**config.mk**
```make
export PLATFORM = sky130hd
export DESIGN_NAME = bldcs_top
export DESIGN_NICKNAME = d
export VERILOG_FILES = /design/src/logic/bldcs_pkg.sv /design/src/logic/bldcs_div_if.sv /design/src/logic/bldcs_duty_div.sv /design/src/logic/bldcs_lowtmr.sv /design/src/logic/bldcs_top.sv
export VERILOG_INCLUDE_DIRS = /design/src /design/src/logic
export SDC_FILE = /design/constraint.sdc
export NUM_CORES = 1
export LEC_CHECK = 0
export ABC_AREA = 1
export BUFFER_PORTS_ARGS = -buffer_cell sky130_fd_sc_hd__buf_2
export CAP_MARGIN = 10
export CORE_MARGIN = 2
export CORE_UTILIZATION = 55
export DETAILED_ROUTE_END_ITERATION = 10
export PLACE_DENSITY = 0.82
export RECOVER_POWER = 25
export SKIP_LAST_GASP = 1
export SYNTH_ARGS = -nofsm -noshare
export SYNTH_HDL_FRONTEND = slang
export SYNTH_SLANG_ARGS = --single-unit
```
**constraint.sdc**
```tcl
create_clock -name REF_CLK -period 3.2 [get_ports REF_CLK]
set_clock_uncertainty 0.1 [all_clocks]
set_input_delay 0.32 -clock REF_CLK [delete_from_list [all_inputs] [get_ports REF_CLK]]
set_output_delay 0.32 -clock REF_CLK [all_outputs]
set_load 0.02 [all_outputs]
```
**src/logic/bldcs_regs.svh**
```systemverilog
// Named constants of the backlight control sequencer.
// Assumes the clock is the internal switching reference at 40 MHz.
`ifndef BLDCS_REGS_SVH
`define BLDCS_REGS_SVH
// Clock rate in hertz
`define BLDCS_CLK_HZ 40.0e6
// Enable low time to shutdown, ms
`define BLDCS_T_EN_SD_MS 2.5
// Dimming input low time to shutdown, ms
`define BLDCS_T_PWM_SD_MS 20.0
// Reduced switch current limit window after start, ms
`define BLDCS_T_ILIM_WIN_MS 5.0
// Lowest dimming frequency, kHz
`define BLDCS_PWM_FMIN_KHZ 10.0
// Settling cycles of the channel check
`define BLDCS_CHECK_CYC 4'h8
`endif

```
**src/logic/bldcs_pkg.sv**
```systemverilog
// Types shared by the backlight control sequencer.
// Assumes nothing of its surroundings.
`default_nettype none
package bldcs_pkg;
    // Sequencer states
    typedef enum logic [2:0] {
        ST_OFF, ST_CHECK, ST_RUN, ST_PAUSE, ST_NOSTART, ST_LATCH
    } bldcs_state_t;
endpackage
`default_nettype wire

```
**src/logic/bldcs_div_if.sv**
```systemverilog
// Request and answer of the duty divider.
// Assumes one master (the sequencer) and one slave (the divider).
`timescale 1ns/10ps
`default_nettype none
interface bldcs_div_if #(parameter int CW = 12, parameter int QW = 9);
    logic start;
    logic [CW-1:0] num;
    logic [CW-1:0] den;
    logic busy;
    logic done;
    logic [QW-1:0] quo;
    modport master(output start, num, den, input busy, done, quo);
    modport slave(input start, num, den, output busy, done, quo);
endinterface
`default_nettype wire

```
**src/logic/bldcs_duty_div.sv**
```systemverilog
// Restoring divider giving high time over period as a duty code.
// Assumes the master starts it only while it is not busy.
`timescale 1ns/10ps
`default_nettype none
module bldcs_duty_div #(
    parameter int CW = 12,
    parameter int QW = 9
) (
    input wire logic clk,
    input wire logic rst_n,
    input wire logic ce,
    bldcs_div_if.slave dv
);
    localparam int STW = $clog2(QW + 1);
    logic [CW:0] rem_r;
    logic [CW-1:0] den_r;
    logic [QW-1:0] quo_r;
    logic [STW-1:0] step_r;
    logic busy_r;
    logic done_r;
    wire [CW:0] shifted;
    wire ge;
    wire [CW:0] diff;

    // One quotient bit per step
    assign shifted = {rem_r[CW-1:0], 1'b0};
    assign ge = (shifted >= {1'b0, den_r});
    assign diff = shifted - {1'b0, den_r};
    assign dv.busy = busy_r;
    assign dv.done = done_r;
    assign dv.quo = quo_r;

    // Load, iterate, and pulse done with the result
    always_ff @(posedge clk) begin
        if (!rst_n) begin
            rem_r <= '0;
            den_r <= '0;
            quo_r <= '0;
            step_r <= '0;
            busy_r <= 1'b0;
            done_r <= 1'b0;
        end else if (ce) begin
            done_r <= 1'b0;
            if (dv.start && !busy_r) begin
                if (dv.num >= dv.den) begin
                    quo_r <= '1; // Full duty saturates
                    done_r <= 1'b1;
                end else begin
                    rem_r <= {1'b0, dv.num};
                    den_r <= dv.den;
                    step_r <= STW'(QW);
                    busy_r <= 1'b1;
                end
            end else if (busy_r) begin
                rem_r <= ge ? diff : shifted;
                quo_r <= {quo_r[QW-2:0], ge};
                step_r <= step_r - STW'(1);
                if (step_r == STW'(1)) begin
                    busy_r <= 1'b0;
                    done_r <= 1'b1;
                end
            end
        end
    end
endmodule
`default_nettype wire

```
**src/logic/bldcs_lowtmr.sv**
```systemverilog
// Low-time timeout counter for one control input.
// Assumes the input is synchronous to the clock.
`timescale 1ns/10ps
`default_nettype none
module bldcs_lowtmr #(
    parameter int LIMIT = 100000,
    parameter int CW = 20
) (
    input wire logic clk,
    input wire logic rst_n,
    input wire logic ce,
    input wire logic level,
    output logic expired
);
    logic [CW-1:0] cnt_r;

    // Expires once low for more than the limit
    assign expired = (cnt_r > CW'(LIMIT));

    // Counts low cycles, cleared whenever the input is high
    always_ff @(posedge clk) begin
        if (!rst_n) begin
            cnt_r <= '0;
        end else if (ce) begin
            if (level) begin
                cnt_r <= '0;
            end else if (!expired) begin
                cnt_r <= cnt_r + CW'(1);
            end
        end
    end
endmodule
`default_nettype wire

```
**src/logic/bldcs_top.sv**
```systemverilog
// Control and sequencing logic of a two-channel LED backlight driver.
// Assumes all inputs are synchronous comparator or pin levels and that
// the boost loop, sinks and current limit themselves are analog.
//
// How it works
// - Enable low beyond 2.5 ms shuts down
// - Dimming low beyond 20 ms shuts down
// - Start needs supply, enable and dimming
// - Grounded sink channels are disabled at start
// - All sinks grounded: never start switching
// - Switching only after the channel check
// - Sink reference equals full scale times duty
// - Steady high dimming gives full scale
// - Undervoltage stops driver, restarts after recovery
// - Switch node overvoltage each cycle latches off
// - Active sink pin overvoltage triggers protection
// - Regulate on lowest active sink level
// - Reduced current limit for 5 ms
// - Slope compensation above half boost duty
`timescale 1ns/10ps
`default_nettype none
`include "bldcs_regs.svh"
module bldcs_top #(
    parameter int N = 2,
    parameter int FBW = 8,
    parameter int RW = 9,
    parameter int CW = 12,
    parameter int TW = 20,
    parameter int EN_SD_CYC =
        int'($ceil(`BLDCS_T_EN_SD_MS * 1.0e-3 * `BLDCS_CLK_HZ)),
    parameter int PWM_SD_CYC =
        int'($ceil(`BLDCS_T_PWM_SD_MS * 1.0e-3 * `BLDCS_CLK_HZ)),
    parameter int ILIM_WIN_CYC =
        int'($ceil(`BLDCS_T_ILIM_WIN_MS * 1.0e-3 * `BLDCS_CLK_HZ)),
    parameter int SELW = (N > 1) ? $clog2(N) : 1
) (
    input wire logic REF_CLK,
    input wire logic RESETN,
    input wire logic CLK_EN,
    input wire logic EN,
    input wire logic PWM,
    input wire logic UV_OK,
    input wire logic THERM_HOT,
    input wire logic NODE_CYCLE,
    input wire logic GATE_ON,
    input wire logic NODE_OV,
    input wire logic [N-1:0] SINK_GND,
    input wire logic [N-1:0] SINK_OV,
    input wire logic [N*FBW-1:0] SINK_FB_LVL,
    output logic BOOST_EN,
    output logic [N-1:0] SINK_EN,
    output logic [RW-1:0] CURRENT_REF,
    output logic [SELW-1:0] FB_SELECT,
    output logic [FBW-1:0] FB_MIN_LVL,
    output logic STARTUP_CURRENT_LIMIT,
    output logic SLOPE_COMP_EN,
    output logic FAULT_LATCHED,
    output logic SHUTDOWN
);
    // Longest dimming period at the lowest frequency
    localparam int PER_MAX_CYC =
        int'($floor(`BLDCS_CLK_HZ / (`BLDCS_PWM_FMIN_KHZ * 1.0e3)));
    localparam logic [CW-1:0] PER_MAX = CW'(PER_MAX_CYC);

    bldcs_pkg::bldcs_state_t state_r, state_nxt;
    logic en_sd, pwm_sd, sd_req, start_ok, hold_off, prot_trip;
    logic pwm_seen_r, fault_r;
    logic [3:0] chk_cnt_r;
    logic [N-1:0] act_r;
    logic [TW-1:0] ilim_cnt_r;
    logic pwm_d_r, per_valid_r;
    logic [CW-1:0] per_cnt_r, hi_cnt_r;
    logic [RW-1:0] ref_r;
    logic [7:0] on_cnt_r, tot_cnt_r;
    logic slope_r;
    logic [SELW-1:0] sel_r, sel_c;
    logic [FBW-1:0] min_r, min_c;
    wire pwm_rise, steady, chk_done, run_entry;

    bldcs_div_if #(.CW(CW), .QW(RW)) div_bus ();

    // Low-time timeouts on the two control inputs
    bldcs_lowtmr #(.LIMIT(EN_SD_CYC), .CW(TW)) u_en_tmr (
        .clk(REF_CLK), .rst_n(RESETN), .ce(CLK_EN),
        .level(EN), .expired(en_sd)
    );
    bldcs_lowtmr #(.LIMIT(PWM_SD_CYC), .CW(TW)) u_pwm_tmr (
        .clk(REF_CLK), .rst_n(RESETN), .ce(CLK_EN),
        .level(PWM), .expired(pwm_sd)
    );
    bldcs_duty_div #(.CW(CW), .QW(RW)) u_div (
        .clk(REF_CLK), .rst_n(RESETN), .ce(CLK_EN), .dv(div_bus.slave)
    );

    // Sequencer conditions
    assign sd_req = en_sd | pwm_sd;
    assign start_ok = UV_OK & EN & pwm_seen_r & ~sd_req;
    assign hold_off = ~UV_OK | THERM_HOT;
    assign prot_trip = (NODE_CYCLE & NODE_OV)
        | (|(SINK_OV & act_r));
    assign chk_done = (chk_cnt_r == `BLDCS_CHECK_CYC);
    assign run_entry = (state_r == bldcs_pkg::ST_CHECK) && chk_done
        && !hold_off && !sd_req && (|(~SINK_GND));

    // Next state of the sequencer
    always_comb begin
        state_nxt = state_r;
        case (state_r)
            bldcs_pkg::ST_OFF: begin
                if (start_ok) begin
                    state_nxt = bldcs_pkg::ST_CHECK;
                end
            end
            bldcs_pkg::ST_CHECK: begin
                if (hold_off) begin
                    state_nxt = bldcs_pkg::ST_PAUSE;
                end else if (chk_done && !(|(~SINK_GND))) begin
                    state_nxt = bldcs_pkg::ST_NOSTART;
                end else if (chk_done) begin
                    state_nxt = bldcs_pkg::ST_RUN;
                end
            end
            bldcs_pkg::ST_RUN: begin
                if (prot_trip) begin
                    state_nxt = bldcs_pkg::ST_LATCH;
                end else if (hold_off) begin
                    state_nxt = bldcs_pkg::ST_PAUSE;
                end
            end
            bldcs_pkg::ST_PAUSE: begin
                if (!hold_off) begin
                    state_nxt = bldcs_pkg::ST_CHECK;
                end
            end
            bldcs_pkg::ST_NOSTART: state_nxt = state_r;
            bldcs_pkg::ST_LATCH: state_nxt = state_r;
            default: state_nxt = bldcs_pkg::ST_OFF;
        endcase
        if (sd_req) begin
            state_nxt = bldcs_pkg::ST_OFF;
        end
    end

    // State register, dimming presence and fault latch
    always_ff @(posedge REF_CLK) begin
        if (!RESETN) begin
            state_r <= bldcs_pkg::ST_OFF;
            pwm_seen_r <= 1'b0;
            fault_r <= 1'b0;
        end else if (CLK_EN) begin
            state_r <= state_nxt;
            pwm_seen_r <= PWM | (pwm_seen_r & ~pwm_sd);
            if (state_nxt == bldcs_pkg::ST_LATCH) begin
                fault_r <= 1'b1;
            end else if (state_r == bldcs_pkg::ST_OFF && start_ok) begin
                fault_r <= 1'b0;
            end
        end
    end

    // Channel check: settle, then keep channels not tied low
    always_ff @(posedge REF_CLK) begin
        if (!RESETN) begin
            chk_cnt_r <= 4'h0;
            act_r <= '0;
        end else if (CLK_EN) begin
            if (state_r != bldcs_pkg::ST_CHECK) begin
                chk_cnt_r <= 4'h0;
            end else if (!chk_done) begin
                chk_cnt_r <= chk_cnt_r + 4'h1;
            end
            if (state_r == bldcs_pkg::ST_CHECK && chk_done) begin
                act_r <= ~SINK_GND;
            end else if (state_r == bldcs_pkg::ST_OFF) begin
                act_r <= '0;
            end
        end
    end

    // Reduced current limit window from the first switching cycle
    always_ff @(posedge REF_CLK) begin
        if (!RESETN) begin
            ilim_cnt_r <= '0;
        end else if (CLK_EN) begin
            if (run_entry && state_r != bldcs_pkg::ST_RUN) begin
                ilim_cnt_r <= TW'(ILIM_WIN_CYC);
            end else if (state_r != bldcs_pkg::ST_RUN) begin
                ilim_cnt_r <= '0;
            end else if (ilim_cnt_r != '0) begin
                ilim_cnt_r <= ilim_cnt_r - TW'(1);
            end
        end
    end

    // Dimming edge, steady level and divider request
    assign pwm_rise = PWM & ~pwm_d_r;
    assign steady = (per_cnt_r == PER_MAX);
    assign div_bus.start = pwm_rise & per_valid_r & ~steady
        & ~div_bus.busy;
    assign div_bus.num = hi_cnt_r;
    assign div_bus.den = per_cnt_r + CW'(1);

    // Period and high-time counters between rising edges
    always_ff @(posedge REF_CLK) begin
        if (!RESETN) begin
            pwm_d_r <= 1'b0;
            per_valid_r <= 1'b0;
            per_cnt_r <= '0;
            hi_cnt_r <= '0;
        end else if (CLK_EN) begin
            pwm_d_r <= PWM;
            if (pwm_rise) begin
                per_cnt_r <= '0;
                hi_cnt_r <= CW'(1);
                per_valid_r <= 1'b1;
            end else if (!steady) begin
                per_cnt_r <= per_cnt_r + CW'(1);
                hi_cnt_r <= hi_cnt_r + CW'(PWM);
            end else begin
                per_valid_r <= 1'b0;
            end
        end
    end

    // Current reference: measured duty, or the steady level
    always_ff @(posedge REF_CLK) begin
        if (!RESETN) begin
            ref_r <= '0;
        end else if (CLK_EN) begin
            if (steady) begin
                ref_r <= PWM ? '1 : '0;
            end else if (div_bus.done) begin
                ref_r <= div_bus.quo;
            end
        end
    end

    // Boost duty per switching cycle
    always_ff @(posedge REF_CLK) begin
        if (!RESETN) begin
            on_cnt_r <= 8'h00;
            tot_cnt_r <= 8'h00;
            slope_r <= 1'b0;
        end else if (CLK_EN) begin
            if (NODE_CYCLE) begin
                slope_r <= ({on_cnt_r, 1'b0} > {1'b0, tot_cnt_r});
                on_cnt_r <= {7'h00, GATE_ON};
                tot_cnt_r <= 8'h01;
            end else if (tot_cnt_r != 8'hFF) begin
                on_cnt_r <= on_cnt_r + {7'h00, GATE_ON};
                tot_cnt_r <= tot_cnt_r + 8'h01;
            end
        end
    end

    // Lowest level among active sinks
    always_comb begin
        min_c = '1;
        sel_c = '0;
        for (int i = 0; i < N; i++) begin
            if (act_r[i] && SINK_FB_LVL[i*FBW +: FBW] < min_c) begin
                min_c = SINK_FB_LVL[i*FBW +: FBW];
                sel_c = SELW'(i);
            end
        end
    end

    // Registered feedback choice
    always_ff @(posedge REF_CLK) begin
        if (!RESETN) begin
            min_r <= '0;
            sel_r <= '0;
        end else if (CLK_EN) begin
            min_r <= min_c;
            sel_r <= sel_c;
        end
    end

    // Outputs
    assign BOOST_EN = (state_r == bldcs_pkg::ST_RUN);
    assign SINK_EN = BOOST_EN ? act_r : '0;
    assign CURRENT_REF = ref_r;
    assign FB_SELECT = sel_r;
    assign FB_MIN_LVL = min_r;
    assign STARTUP_CURRENT_LIMIT = BOOST_EN & (ilim_cnt_r != '0);
    assign SLOPE_COMP_EN = BOOST_EN & slope_r;
    assign FAULT_LATCHED = fault_r;
    assign SHUTDOWN = (state_r == bldcs_pkg::ST_OFF);
endmodule
`default_nettype wire

```
After elaboration in Yosys (flattened, before gate mapping). Index checks and enable logic that the tools add are counted.

Register bits after elaboration: 171. Bits in latches: 0. Bits in writable memories: 0. ROM bits: 0. Bits of input ports: 30. Word-level logic and storage cells: 181. Memories kept: 0.

Add/subtract/negate cells: 10. Multiply operators: 0. Divide/modulo/power cells: 0. Magnitude comparators: 7. Eq/ne operators: 18. Shift operators: 0. Multiplexer cells: 57. Bitwise logic cells: 24. Reduce and logical (&&, ||, !) cells: 41.

Operators with widths (number): 2-to-1 mux 20 bit (7); 2-to-1 mux 12 bit (8); 2-to-1 mux 9 bit (6); 2-to-1 mux 8 bit (6); adder 20 x 1 -> 20 bit, second input constant (2); 2-to-1 mux 3 bit (8); AND reduction 2 bit (12); greater-than comparator 20 x 17 -> 1 bit, second input constant (1); greater-than comparator 20 bit, second input constant (1); 2-to-1 mux 4 bit (5); nonzero test 20 bit (1); subtractor 20 x 1 -> 20 bit, second input constant (1); one-hot mux 3 bit (5 select lines) (1); >= comparator 13 x 12 -> 1 bit (1); 2-to-1 mux 1 bit (13); adder 12 x 1 -> 12 bit (1); adder 12 x 1 -> 12 bit, second input constant (1); equality test 12 bit, second input constant (1); >= comparator 12 bit (1); nonzero test 2 bit (6); subtractor 12 bit (1); AND 1 bit (11); logical AND 1 bit (10); inequality test 2 bit, second input constant (5); 26 further kinds (47).

Longest topological paths before layout.
Depth after elaboration: 11. Gate-level depth with buffers: 21.

Modules after synthesis. From an unflattened synthesis, not the netlist that was laid out.

Cell total of the unflattened synthesis: 1789. Area, all modules: 11288.3 µm².

Modules (own cells, without submodules): bldcs_top (instances 1, cells an instance 853, area an instance 5531.6 µm², seq. area each 1841.8 µm²); bldcs_duty_div (instances 1, cells an instance 452, area an instance 2897.8 µm², seq. area each 780.7 µm²); bldcs_lowtmr (u_pwm_tmr) (instances 1, cells an instance 251, area an instance 1501.4 µm², seq. area each 400.4 µm²); bldcs_lowtmr (u_en_tmr) (instances 1, cells an instance 233, area an instance 1357.6 µm², seq. area each 400.4 µm²).

Worst setup path after synthesis. OpenSTA, ideal clock, no wires.

Path kind: register -> register. Start point: register per_cnt_r[0]. End point: register u_div.quo_r[1] (netlist: u_div.dv.quo[1]). Setup time: 113 ps. Arrival time: 2695 ps. Data required time: 2987 ps. Slack: 292 ps. Cell stages (with the launch flop): 22. Path through: dfxtp_1 > ha_1 > nand2_1 > nor3_1 > nand2_1 > nor2_1 > nand3_1 > xor2_1 > inv_1 > ha_1 > nand2_1 > inv_1 > nand2_1 > nor2_1 > nand2_1 > nand4_1 > nand2_4 > a21oi_2 > buf_2 > nand2_1 > nand2_1 > nor2_1.

Longest elaborated chain between the ends: 7. Elaborated cells between the ends (all ways): 11. Those cells by class: 1 x add/sub; 1 x order compare; 2 x eq/ne; 1 x mux; 3 x bitwise; 3 x reduce/logical.

RTL lines: start: declaration (RTL line bldcs_top.sv:72) `logic [CW-1:0] per_cnt_r, hi_cnt_r;`; start signal: assignment (RTL line bldcs_top.sv:217) `per_cnt_r <= per_cnt_r + CW'(1);`; parallel branches: the longest is 7 deep, another holds adder 12 x 1 -> 12 bit; end signal: assignment (RTL line bldcs_duty_div.sv:56) `quo_r <= {quo_r[QW-2:0], ge};`; end: declaration (RTL line bldcs_duty_div.sv:17) `logic [QW-1:0] quo_r;`.

Parallel ways; which one is timed is not known. A chain may end at the register's enable or synchronous reset.

Worst setup path in the final report.
Start point: register per_cnt_r[4]. End point: register u_div.rem_r[1].

Longest elaborated chain between the ends: 7. Elaborated cells between the ends (all ways): 11. Those cells by class: 1 x add/sub; 1 x order compare; 2 x eq/ne; 1 x mux; 3 x bitwise; 3 x reduce/logical.

RTL lines: parallel branches: the longest is 7 deep, another holds adder 12 x 1 -> 12 bit; end signal: assignment (RTL line bldcs_duty_div.sv:49) `rem_r <= {1'b0, dv.num};`; end signal: assignment (RTL line bldcs_duty_div.sv:55) `rem_r <= ge ? diff : shifted;`; end: declaration (RTL line bldcs_duty_div.sv:15) `logic [CW:0] rem_r;`.

Parallel ways; which one is timed is not known.

==> metrics <==
GR Overflow Total=0; Top FF cell, synth=sky130_fd_sc_hd__dfxtp_1; GR Util All Layers=0.264; startpoint types=flip-flop; IO Pins=55; Starting DRT DRC Count=823; fraction of post-synthesis cell area in the top cell type by area=0.329; max cap viols=0; DRC viols=0; nets@finish=1754; Finished Core Util=0.633; Antenna Cells=0; cell area power density=435 nW/um^2; synthesized cell area=10400 um^2; sequential element share of the synthesized area=0.329; number of vias after detailed routing=10500; clock tree from TritonCTS=done; TritonRoute pass-1 iters=6; maximum number of pins on one net before global-route repair=63; cell count of the worst hold path=3; count of warnings emitted by yosys=0; sink count of the clock tree=171; most instantiated cells after synthesis=sky130_fd_sc_hd__nand2_1 (380), sky130_fd_sc_hd__inv_1 (226), sky130_fd_sc_hd__nor2_1 (183); area of the placeable core=18600 um^2; wire length of the first global-routing pass=44.2 mm; via count of the first global-routing pass=9759; Setup Viol. Count Final=0; clock transition at the registers of the reported paths=0.07 ns; placed standard-cell area=10900 um^2; wire length after detailed routing=26.9 mm; run status=finished, final reports clean; area used by sequential logic in the layout=3430 um^2; number of hold violations in the final report=0; type of the worst min-delay path=in -> reg; HPWL reported at the end of detailed placement=18.5 mm; depth of the worst register-to-register path=18; capture endpoint of the worst hold path=act_r[0]; filler instances=1634; area of the die=20000 um^2; floorplan die width=142 um; residual antenna-violating net count after detailed routing=0; Max H-tree Level=4; effective utilization at floorplan=0.558; end of the worst register-to-register path=u_div.rem_r[1]; IR drop worst, VDD=0.000414 V; RD Place Congestion=0.932; Max Transition Viols Final=0; share of the cycle needed by the critical path after routing=0.999; number of synthesized register bits=171; slew at the pin with the worst max-slew slack=1.20 ns; CTS Root Cell=sky130_fd_sc_hd__clkbuf_16; register-to-register setup slack=0.004 ns; Synthesized Nets=1688; cell accounting for the most synthesized area=sky130_fd_sc_hd__dfxtp_1; hold buffer count at cts=0; fraction of synthesis flops using an asynchronous set or reset pin=0; Final Total Pwr=5.13 mW; proportion of layout cells with a drive suffix above 1=0.0916; achievable clock frequency=0.313 GHz; wire length per cell after detailed routing=14.0 um; worst r2r src=per_cnt_r[4]; post-route cell area=11800 um^2; number of buffers inserted during clock tree synthesis=17; type of the worst setup path=reg -> reg; Static Leakage=5.15 nW; number of unique standard cell types used by synthesis=45; most frequent cell after synthesis=sky130_fd_sc_hd__nand2_1; number of flops mapped to enable cells by yosys=0; time the worst path needs with I/O delays and setup=3.20 ns; number of placement rows=50; number of input and output port buffers inserted=54; P&R area growth vs syn=13.4%; Worst setup EP type=flip-flop; Crit path required time=3.46 ns; launch instance of the worst min-delay path=SINK_GND[0]; clk buf depth=2; Vias/cell=5.49; area of combinational cells with multiple inputs=6010 um^2; clock latency on the worst-skew pair=0.44 ns; post-synthesis area per instance=6.49 um^2; biggest area contributors in the synthesized netlist=sky130_fd_sc_hd__dfxtp_1 (33%), sky130_fd_sc_hd__nand2_1 (14%), sky130_fd_sc_hd__inv_1 (8.2%), sky130_fd_sc_hd__a21oi_1 (6.8%), sky130_fd_sc_hd__nor2_1 (6.6%); arrival time at the worst endpoint=3.46 ns; headroom to the max-slew limit=0.201; overall die height=142 um; initial antenna violation count=0; biggest fanout along the worst timing path=7; synthesized instance count=1603
## report_power, final
| part | internal, mW | switching [mW] |
|---|---|---|
| combinational | 0.262 | 0.530 |
| clock | 1.12 | 0.996 |
| sequential | 2.18 | 0.0460 |
| total | 3.56 | 1.57 |
## cells in the final DEF (no fill, tap or decap), drive strengths merged, types with 3 or more instances in the layout
cell type,instances
nand2,387
inv,241
nor2,185
dfxtp,171
a21oi,143
nand3,124
o21ai,75
buf,71
ha,54
nor3,48
nand4,42
clkbuf,42
xor2,32
a31oi,14
o21a,6
and3,5
o211ai,5
nand3b,5
xnor2,5
a211oi,4
a21boi,3
o22ai,3
o21bai,3
## what timing repair did
action,4_1_cts,5_1_grt
setup endpoints to repair,24,39
resized for setup,1,39
pin swaps,1,14
buffers inserted,4,10
cloned,0,1
## worst max path at each step
stage	start	end	cells past startpoint	slack, ns
2_1_floorplan	per_cnt_r[0]	u_div.dv.quo[1]	21	0.29
3_3_place_gp	per_cnt_r[1]	u_div.rem_r[1]	19	0.09
3_5_place_dp	per_cnt_r[0]	u_div.rem_r[1]	17	-0.02
4_1_cts	per_cnt_r[1]	u_div.dv.quo[6]	21	0.006
5_1_grt	per_cnt_r[0]	u_div.den_r[7]	17	-0.18
6_report	per_cnt_r[4]	u_div.rem_r[1]	18	0.004
## state kept, by name, summed over array words and instances (netlist names), 3 cells and up
| name | flops |
|---|---|
| on_cnt_r | 8 |
| u_div.dv.quo | 9 |
| state_r | 3 |
| u_div.den_r | 12 |
| tot_cnt_r | 8 |
| ilim_cnt_r | 20 |
| div_bus.num | 12 |
| FB_MIN_LVL | 8 |
| u_en_tmr.cnt_r | 20 |
| per_cnt_r | 12 |
| u_pwm_tmr.cnt_r | 20 |
| chk_cnt_r | 4 |
| u_div.step_r | 4 |
| u_div.rem_r | 12 |
| CURRENT_REF | 9 |
## cells by family (layout without fill, tap and decap cells)
family          count (synthesis)  count (layout)  share of synthesized area
fa+ha+maj                      55              55                     0.0669
buf+inv                       280             359                      0.108
simple gates                  800             800                      0.330
compound gates                260             260                      0.135
flops                         171             171                      0.329
xor+xnor                       37              37                     0.0312
## worst max-delay path, stage by stage (launching register included)
cell	delay [ns]
sky130_fd_sc_hd__dfxtp_2	0.39
sky130_fd_sc_hd__nand2_1	0.14
sky130_fd_sc_hd__nor2_1	0.29
sky130_fd_sc_hd__nand3_4	0.21
sky130_fd_sc_hd__xor2_2	0.28
sky130_fd_sc_hd__inv_2	0.09
sky130_fd_sc_hd__ha_4	0.23
sky130_fd_sc_hd__nand2_1	0.09
sky130_fd_sc_hd__inv_1	0.05
sky130_fd_sc_hd__nand2_1	0.06
sky130_fd_sc_hd__nand2_1	0.08
sky130_fd_sc_hd__nand2_1	0.11
sky130_fd_sc_hd__nand4_1	0.22
sky130_fd_sc_hd__nand2_4	0.17
sky130_fd_sc_hd__nand3_4	0.15
sky130_fd_sc_hd__buf_12	0.20
sky130_fd_sc_hd__nand2_2	0.04
sky130_fd_sc_hd__nand3_1	0.07
sky130_fd_sc_hd__nor2_1	0.16
## final cells by class
class,count,share of cell area
well taps,234,0.0248
multi-input cells,1152,0.510
flip-flops and latches,171,0.291
clock buffers,17,0.0361
repair buffers,96,0.0507
clock inverters,15,0.0141
inverters,231,0.0738
## through the flow
step	setup WS [ns]	instances	hold WS, ns	setup TNS (ns)
4_1_cts	0.00627	1905	0.0611	0
2_1_floorplan	0.292	1603	0.318	0
6_report	0.00351	1916	0.0748	0
3_3_place_gp	0.0928	1869	0.326	0
3_5_place_dp	-0.0181	1869	0.328	-0.0228
5_1_grt	-0.177	1916	0.0789	-3.89
## routing by layer
metal / share of wire / GRT usage
met2: 0.48 / 0.449
met3: 0.057 / 0.0452
met5: 0 / 0
met1: 0.44 / 0.341
met4: 0.022 / 0.0916
(Power assumes the default switching activity.)
